==> src/include/tsg_pkg.sv <==
// Package with types and constants of the tone steering guard-time block.
package tsg_pkg;

  // ----------------------------------------------------------------------
  // Timing
  // ----------------------------------------------------------------------
  localparam int CLK_PERIOD_NS = 5;
  localparam int GUARD_MS      = 40;
  localparam int GUARD_CYC     = (GUARD_MS * 1000000) / CLK_PERIOD_NS;
  localparam int DA_US         = 5;
  localparam int DA_CYC        = (DA_US * 1000) / CLK_PERIOD_NS;
  localparam int GUARD_W       = 24;
  localparam int DA_W          = 12;
  localparam logic [GUARD_W-1:0] GUARD_RST = 24'h000000;
  localparam logic [DA_W-1:0]    DA_RST    = 12'h000;
  localparam logic [3:0]         DIGIT_RST = 4'h0;

  // ----------------------------------------------------------------------
  // Types
  // ----------------------------------------------------------------------
  typedef enum logic [1:0] {
    TSG_IDLE    = 2'b00,
    TSG_PRESENT = 2'b01,
    TSG_STEER   = 2'b11,
    TSG_ABSENT  = 2'b10
  } tsg_state_t;

  // Guard pin as two signals.
  typedef struct packed {
    logic out;
    logic oe;
  } tsg_pin_drv_t;

  // Delayed steering with its digit.
  typedef struct packed {
    logic       steer;
    logic [3:0] digit;
  } tsg_out_t;

endpackage

==> src/design/tsg_steer.sv <==
// Steering and guard-time logic of the dual-tone receiver.
`timescale 1ns/10ps
module tsg_steer
  import tsg_pkg::*;
#(
  parameter int PRESENT_CYC = GUARD_CYC, // Present guard, cycles.
  parameter int ABSENT_CYC  = GUARD_CYC, // Absent guard interval in cycles.
  parameter int DROP_CYC    = DA_CYC     // Detect-absent time in cycles.
) (
  input  wire logic            core_clk,    // Device clock, 200 MHz.
  input  wire logic            rst_b,       // Asynchronous reset, active low.
  input  wire logic            soft_clr,    // Synchronous return to idle.
  input  wire logic            tone_valid,  // Valid pair from the decoder.
  input  wire logic [3:0]      digit_in,    // Decoded digit.
  input  wire logic            guard_in,    // Guard pin input level.
  output tsg_pkg::tsg_pin_drv_t guard_drv,  // Guard pin drive and enable.
  output logic                 early_tone_detect, // Early detect.
  output logic                 charge_switch,     // Charge switch on.
  output logic                 discharge_switch,  // Discharge switch on.
  output tsg_pkg::tsg_out_t    steer_out,   // Delayed steering and digit.
  output logic                 steer_threshold    // Guard above threshold.
);
  import tsg_pkg::*;

  localparam logic [GUARD_W-1:0] PRES_TOP = GUARD_W'(PRESENT_CYC);
  localparam logic [GUARD_W-1:0] ABS_TOP  = GUARD_W'(ABSENT_CYC);
  localparam logic [DA_W-1:0]    DROP_TOP = DA_W'(DROP_CYC);

  logic                tone_s;
  tsg_state_t          state_ff;
  tsg_state_t          nxt_state;
  logic [GUARD_W-1:0]  guard_ff;
  logic [GUARD_W-1:0]  nxt_guard;
  logic [DA_W-1:0]     drop_ff;
  logic                est_ff;
  logic                steer_ff;
  logic [3:0]          digit_ff;

  // ----------------------------------------------------------------------
  // Early detect synchroniser
  // ----------------------------------------------------------------------
  // The decoder output crosses into the core clock here.
  tsg_sync u_sync (
    .core_clk (core_clk),
    .rst_b    (rst_b),
    .d_in     (tone_valid),
    .q_out    (tone_s)
  );

  // Saturating step of the guard counter toward a limit.
  function automatic logic [GUARD_W-1:0] step_up(
    input logic [GUARD_W-1:0] v,
    input logic [GUARD_W-1:0] lim
  );
    step_up = (v >= lim) ? lim : v + GUARD_W'(1);
  endfunction

  // ----------------------------------------------------------------------
  // Guard state machine
  // ----------------------------------------------------------------------
  // Works out the next state and guard count from the synchronised detect.
  always_comb begin
    nxt_state = state_ff;
    nxt_guard = guard_ff;
    case (state_ff)
      TSG_IDLE: begin
        nxt_guard = GUARD_RST;
        if (tone_s) begin
          nxt_state = TSG_PRESENT;
        end
      end
      TSG_PRESENT: begin
        if (tone_s) begin
          nxt_guard = step_up(guard_ff, PRES_TOP);
          if (guard_ff >= PRES_TOP - GUARD_W'(1)) begin
            nxt_state = TSG_STEER;
            nxt_guard = GUARD_RST;
          end
        end else if (drop_ff >= DROP_TOP) begin
          nxt_state = TSG_IDLE;
          nxt_guard = GUARD_RST;
        end
      end
      TSG_STEER: begin
        nxt_guard = GUARD_RST;
        if (!tone_s) begin
          nxt_state = TSG_ABSENT;
        end
      end
      TSG_ABSENT: begin
        if (tone_s) begin
          nxt_state = TSG_STEER;
          nxt_guard = GUARD_RST;
        end else if (guard_ff >= ABS_TOP - GUARD_W'(1)) begin
          nxt_state = TSG_IDLE;
          nxt_guard = GUARD_RST;
        end else begin
          nxt_guard = step_up(guard_ff, ABS_TOP);
        end
      end
      default: begin
        nxt_state = TSG_IDLE;
        nxt_guard = GUARD_RST;
      end
    endcase
    if (soft_clr) begin
      nxt_state = TSG_IDLE;
      nxt_guard = GUARD_RST;
    end
  end

  // State and guard counter registers.
  always_ff @(posedge core_clk or negedge rst_b) begin
    if (!rst_b) begin
      state_ff <= TSG_IDLE;
      guard_ff <= GUARD_RST;
    end else begin
      state_ff <= nxt_state;
      guard_ff <= nxt_guard;
    end
  end

  // Dropout timer during the present guard; a short dropout only pauses.
  always_ff @(posedge core_clk or negedge rst_b) begin
    if (!rst_b) begin
      drop_ff <= DA_RST;
    end else if (state_ff != TSG_PRESENT || tone_s || soft_clr) begin
      drop_ff <= DA_RST;
    end else if (drop_ff < DROP_TOP) begin
      drop_ff <= drop_ff + DA_W'(1);
    end
  end

  // ----------------------------------------------------------------------
  // Outputs
  // ----------------------------------------------------------------------
  // Early detect is high while the synchronised pair is present, one cycle after it.
  always_ff @(posedge core_clk or negedge rst_b) begin
    if (!rst_b) begin
      est_ff <= 1'b0;
    end else begin
      est_ff <= tone_s && !soft_clr;
    end
  end

  // Steering and digit capture on the rising edge of steering.
  always_ff @(posedge core_clk or negedge rst_b) begin
    if (!rst_b) begin
      steer_ff <= 1'b0;
      digit_ff <= DIGIT_RST;
    end else begin
      steer_ff <= (nxt_state == TSG_STEER) ||
                  (nxt_state == TSG_ABSENT);
      if (state_ff == TSG_PRESENT && nxt_state == TSG_STEER) begin
        digit_ff <= digit_in;
      end
    end
  end

  // Threshold flag mirrors the comparator: high in steer and absent states.
  assign steer_threshold   = steer_ff;
  assign early_tone_detect = est_ff;
  assign steer_out.steer   = steer_ff;
  assign steer_out.digit   = digit_ff;

  // Switches and guard pin per the steering truth table.
  assign charge_switch    = !est_ff && !steer_ff;
  assign discharge_switch = est_ff && steer_ff;
  assign guard_drv.oe     = (est_ff == steer_ff);
  assign guard_drv.out    = est_ff && steer_ff;

  // The pin level is reported back only; the counter is the timing source.
  logic unused_pin;
  assign unused_pin = guard_in;

endmodule

==> src/design/tsg_sync.sv <==
// Two-flop synchroniser for the early tone detect level.
`timescale 1ns/10ps
module tsg_sync (
  input  wire logic core_clk, // Device clock.
  input  wire logic rst_b,    // Asynchronous reset, active low.
  input  wire logic d_in,     // Asynchronous level.
  output logic      q_out     // Synchronised level.
);
  logic meta_ff;
  logic sync_ff;

  // ----------------------------------------------------------------------
  // Synchroniser
  // ----------------------------------------------------------------------
  // The first stage feeds only the second stage.
  always_ff @(posedge core_clk or negedge rst_b) begin
    if (!rst_b) begin
      meta_ff <= 1'b0;
      sync_ff <= 1'b0;
    end else begin
      meta_ff <= d_in;
      sync_ff <= meta_ff;
    end
  end

  assign q_out = sync_ff;
endmodule

==> config.mk <==
export PLATFORM = sky130hd
export DESIGN_NAME = tsg_steer
export DESIGN_NICKNAME = d
export VERILOG_FILES = /design/src/include/tsg_pkg.sv /design/src/design/tsg_steer.sv /design/src/design/tsg_sync.sv
export SDC_FILE = /design/constraint.sdc
export NUM_CORES = 1
export LEC_CHECK = 0
export CAP_MARGIN = 0
export CORE_UTILIZATION = 55
export DETAILED_ROUTE_END_ITERATION = 8
export DONT_BUFFER_PORTS = 1
export PLACE_DENSITY = 0.7
export REMOVE_ABC_BUFFERS = 1
export SETUP_SLACK_MARGIN = 0.5
export SYNTH_ARGS = -nofsm -noshare
export SYNTH_HDL_FRONTEND = slang
export SYNTH_HIERARCHICAL = 1
export SYNTH_SLANG_ARGS = --single-unit
export TNS_END_PERCENT = 30
==> constraint.sdc <==
create_clock -name core_clk -period 5 [get_ports core_clk]
set_clock_uncertainty 0.2 [all_clocks]
set_input_delay 1.25 -clock core_clk [delete_from_list [all_inputs] [get_ports core_clk]]
set_output_delay 1.25 -clock core_clk [all_outputs]
set_load 0.01 [all_outputs]
# Yosys cells after proc, flatten, opt, wreduce, memory -nomap -nowiden

Cells that the tools add are included.

Flip-flop bits (word level): 46

Add/sub/neg operators: 2
$lt $le $gt $ge: 4
Eq/ne operators: 8
Muxes and demuxes: 18
Reduce and logical (&&, ||, !) cells: 13

Operator list:

| operator                                                                               | count |
|---|---|
| 24-bit two-way mux                                                                     | 6 |
| 24-bit one-hot mux with 3 select lines                                                 | 1 |
| 24-bit by 23-bit greater-or-equal comparator with 1-bit output (second input constant) | 2 |
| 24-bit by 1-bit adder with 24-bit output (second input constant)                       | 1 |
| 12-bit two-way mux                                                                     | 2 |
| 2-bit two-way mux                                                                      | 8 |
| 12-bit by 1-bit adder with 12-bit output (second input constant)                       | 1 |
| 12-bit by 10-bit greater-or-equal comparator with 1-bit output (second input constant) | 1 |
| 12-bit by 10-bit less-than comparator with 1-bit output (second input constant)        | 1 |
| 2-bit equality test (second input constant)                                            | 4 |
| 2-bit one-hot mux with 4 select lines                                                  | 1 |
| 1-bit logical AND                                                                      | 4 |
| 4-bit by 3-bit inequality test with 1-bit output (second input constant)               | 1 |
| 1-bit logical NOT                                                                      | 3 |
| 1-bit logical OR                                                                       | 3 |
| 2-bit by 1-bit equality test with 1-bit output (second input constant)                 | 1 |
| 2-bit logical NOT                                                                      | 1 |
| 2-bit by 1-bit inequality test with 1-bit output (second input constant)               | 1 |
| 2-bit nonzero test                                                                     | 1 |
| 2-bit OR reduction                                                                     | 1 |
| 1-bit equality test                                                                    | 1 |

# Depth between registers and ports, before layout

Depth in word-level cells: 7
Gate-level depth with buffers: 8

# Hierarchy

The synthesis kept the hierarchy.

By module, submodules not included:

| module    | instances | cells an instance | area an instance (um^2) |
|---|---|---|---|
| tsg_steer | 1         | 265               | 2413.6 |
| tsg_sync  | 1         | 2                 | 50.0 |

# Least setup slack after synthesis

No wires, ideal clock.

Path type: input -> register
Start: input port soft_clr
End: register guard_ff[8]
Library setup time: 0.083 ns
Arrival: 2.269 ns
Data required time: 4.717 ns
Setup slack: 2.448 ns
Stages on the path: 6
Buffers on the path: 1
Cell sequence: nor3_1 or2_2 nand3_2 clkbuf_2 or3_1 o21ai_0

Word-level cells in the longest chain between the ends: 1

Ends and longest elaborated chain:

| item                                                                                             | line             | RTL |
|---|---|---|
| start: declaration                                                                               | tsg_steer.sv:12  | `input wire logic soft_clr,` |
| 4-bit by 3-bit inequality test with 1-bit output (no line) or 24-bit two-way mux (tied branches) | -                |  |
| end signal: assignment                                                                           | tsg_steer.sv:119 | `guard_ff <= nxt_guard;` |
| end: declaration                                                                                 | tsg_steer.sv:32  | `logic [GUARD_W-1:0] guard_ff;` |

Parallel ways exist; a longest one is shown, timed or not.
A chain may end at the register's enable or synchronous reset.

==> Implementation_results.wiki <==
{| class="wikitable"
! Metric !! Value
|-
| Standard-cell rows || 23
|-
| Routability congestion estimate from global placement || around 0.8
|-
| Worst IR Drop VDD || around 0.11 mV
|-
| Count of mapped cells out of synthesis || 267
|-
| Highest-utilization routing layer at the global route stage || met2
|-
| Overall die width || 68.9 um
|-
| Filler cell count in the final layout || ~350
|-
| Clock sinks || 46
|-
| Maximum operating frequency || ~0.37 GHz
|-
| Most common flop cell mapped by yosys || dfrtp_1
|-
| Critical path data arrival time || 1.23 ns
|-
| Largest fanout of any net on the critical path || 4
|-
| TritonCTS clock tree || yes
|-
| Area of the placeable core || around 0.0041 mm2
|-
| Leading post-synthesis cells by cell area || dfrtp_1 47%, nand2_1 4.4%, nand3_1 3.9%, o21ai_0 3.9%, nor2_1 3.2%
|-
| Routed wire length per instance || ~15 um
|-
| Max-slew violation count || 0
|-
| Number of placed I/O pins || 20
|-
| Synth unique cells || 45
|-
| Fraction of layout cells with a size suffix above 1 || 0.0940
|-
| Net count reported at finish || 280
|-
| Total standard cell area after synthesis || between 0.002 and 0.0025 mm2
|-
| Via Count || about 1900
|-
| Via/cell ratio || 5.86
|-
| Ratio of total power to cell area || between 200 and 250 mW/mm2
|-
| Die height || a little under 70 um
|-
| Yosys warning total || 6
|-
| Post-CTS Hold Buffers || 0
|-
| Residual DRC || 0
|-
| Proportion of synthesized chip area in sequential cells || 0.467
|-
| Average size of a mapped cell || approximately 9.2 um2
|-
| RSZ-0062 raised after global routing || false
|-
| Buffer levels on the longest clock path || 2
|-
| Data required time of the critical path || 3.55 ns
|-
| Number of clock buffers inserted by TritonCTS || 5
|-
| Share of the synthesized area in the top cell type || 0.467
|-
| Total setup buffers inserted after CTS || 0
|-
| Transition time of the tightest slew-check pin || 0.778 ns
|-
| Via count of the first global-routing pass || 1720
|-
| Detailed-router iteration count before antenna repair || 4
|-
| Number of diodes added for antenna fixing || 0
|-
| Total number of H-tree levels || 2
|-
| GRT met2 Usage || 0.365
|-
| Top library cells by usage in the layout, fill and taps aside || 46 x dfrtp_1, 29 x nand2_1, 21 x nor2_1, 19 x nand3_1, 19 x o21ai_0
|-
| Most common library cell in the layout ignoring fill and taps || dfrtp_1
|-
| Setup Total Neg Slack || 0 ns
|-
| Post-DP HPWL || between 3000 and 4000 um
|-
| Number of maximum-capacitance violations || 0
|-
| Period utilisation layout || 0.535
|-
| Count of cells resized by post-cts repair || 0
|-
| #FFs+latches synth || 46
|-
| Antenna violations before repair || 0
|-
| Cell taking the most area after synthesis || dfrtp_1
|-
| Run status || finished clean
|-
| Met3 Track Usage GR || 0.0510
|-
| Type of destination of the critical path || output pin
|-
| Wire length of the first global-routing pass || 7800 um
|-
| Critical path startpoint category || flop
|-
| Source of the worst hold timing path || u_sync/meta_ff
|-
| Clock latency reported for the late side of the worst-skew pair || about 0.30 ns
|-
| Maximum number of pins on one net before global-route repair || 47
|-
| # setup viols final || 0
|-
| Met1 routing resource usage after global routing || 0.296
|-
| CTS root buf || clkbuf_8
|-
| Leakage power summed over all cells || approximately 1.1 nW
|-
| Clock Pin Slew Worst Setup and Hold Paths || roughly 0.090 ns
|-
| Startpoint of the most critical setup path || steer_threshold
|-
| Total congestion overflow || 0
|-
| Min-Delay Path Class || flop to flop
|-
| Post-synth ARST share || 1.00
|-
| Number of hold violations in the final report || 0
|-
| Number of DRC markers after the initial detailed-route iteration || 98
|-
| Post-Layout Cell Count || 316
|-
| Worst relative slew slack || 0.482
|-
| Count of port buffers added during placement || 0
|-
| Count of flip-flops with a built-in enable after synthesis || 0
|-
| Total global routing track utilization || 0.225
|-
| Time the final worst path needs with I/O delays and setup || between 2 and 3 ns
|-
| Overall power || ~0.63 mW
|-
| Reg-to-Reg Start || guard_ff[0]
|-
| Kind of critical path || flop to output pin
|-
| Total placed cells including tap cells || 308
|-
| Growth of design area from synthesis to finish || 3.40%
|-
| Starting utilization of the core area || 0.595
|-
| Post-DRT Antenna Nets || 0
|-
| Die ar. || 0.00475 mm2
|-
| Overall routed net length || 4610 um
|}
[worst paths after layout]
| check | end | depth (start not counted) | slack, ns |
|---|---|---|---|
| worst min register to register | u_sync/q_out | 0 | 0.16 |
| min in group asynchronous | drop_ff[0] | 0 | 0.43 |
| worst min-delay path | u_sync/q_out | 0 | 0.16 |
| max in group asynchronous | guard_ff[0] | 0 | 4.07 |
| worst max-delay path | guard_drv[0] | 3 | 2.32 |
| worst max register to register | guard_ff[19] | 7 | 2.41 |
[kinds of logic (layout without fill, tap and decap cells)]
| kind of cell | after synthesis | in the layout | share of synthesized area |
|---|---|---|---|
| flip-flops | 46 | 46 | 0.467 |
| AND/OR/NAND/NOR | 122 | 122 | 0.257 |
| multiplexers | 4 | 4 | 0.0183 |
| adder cells (fa/ha/maj) | 6 | 6 | 0.0305 |
| XOR/XNOR | 7 | 7 | 0.0249 |
| buffers and inverters | 27 | 26 | 0.0564 |
| AO/OA/AOI/OAI | 55 | 55 | 0.145 |
[registers in the layout, summed over array words and instances (netlist names)]
signal             cells
early_tone_detect      1
state_ff               2
u_sync/meta_ff         1
steer_threshold        1
drop_ff               12
u_sync/q_out           1
guard_ff              24
digit_ff               4
[report_power, final]
group / internal [mW] / total [mW] / switching (mW)
clock: 0.100 / 0.231 / 0.131
combinational: 0.00627 / 0.0218 / 0.0156
sequential: 0.375 / 0.378 / 0.00312
total: 0.481 / 0.631 / 0.150
[synthesized netlist by cell type (2+ instances only)]
| cell type | instances |
|---|---|
| nand3_1 | 19 |
| buf_2 | 2 |
| nand2_1 | 29 |
| buf_6 | 3 |
| a21o_1 | 2 |
| dfrtp_1 | 46 |
| and2_1 | 5 |
| xnor2_1 | 4 |
| or2_2 | 3 |
| a21oi_1 | 15 |
| nor4_1 | 2 |
| nor3_1 | 13 |
| nand4_1 | 7 |
| buf_4 | 3 |
| ha_1 | 6 |
| o311ai_0 | 5 |
| mux2_2 | 4 |
| inv_1 | 18 |
| nand2b_1 | 2 |
| nor3_2 | 2 |
| o21ai_0 | 19 |
| a22o_1 | 3 |
| nor2_1 | 21 |
| or3_1 | 9 |
| xor2_1 | 3 |
| and3_1 | 3 |
[worst max-delay path: stages (launching register included)]
cell and delay (ns):
dfrtp_1 0.48, inv_1 0.07, ha_1 0.27, inv_1 0.10
[metrics by stage]
| stage | setup slack, ns | utilization | area [um2] | hold WS, ns |
|---|---|---|---|---|
| 3_5_place_dp | 2.03 | 0.592 | 2450 | 0.143 |
| 6_report | 2.32 | 0.615 | 2550 | 0.162 |
| 4_1_cts | 2.30 | 0.615 | 2550 | 0.166 |
| 2_1_floorplan | 2.36 | - | 2390 | 0.131 |
| 3_3_place_gp | 2.03 | 0.592 | 2450 | 0.139 |
| 5_1_grt | 2.06 | 0.615 | 2550 | 0.164 |
[layer usage]
metal	routed length [um]	up-vias
met3	157	5
met5	0	-
met1	2220	881
li1	-	936
met2	2200	29
met4	35	0
[layout make-up]
| cell class | instances | area (um2) | area share |
|---|---|---|---|
| multi-input cells | 194 | 1170 | 0.461 |
| flip-flops and latches | 46 | 1150 | 0.452 |
| clock buffers | 5 | 68.8 | 0.0270 |
| inverters | 18 | 67.6 | 0.0265 |
| well taps | 50 | 62.6 | 0.0246 |
| clock inverters | 3 | 23.8 | 0.00933 |
Note: power is estimated with default switching activity, not from simulation.
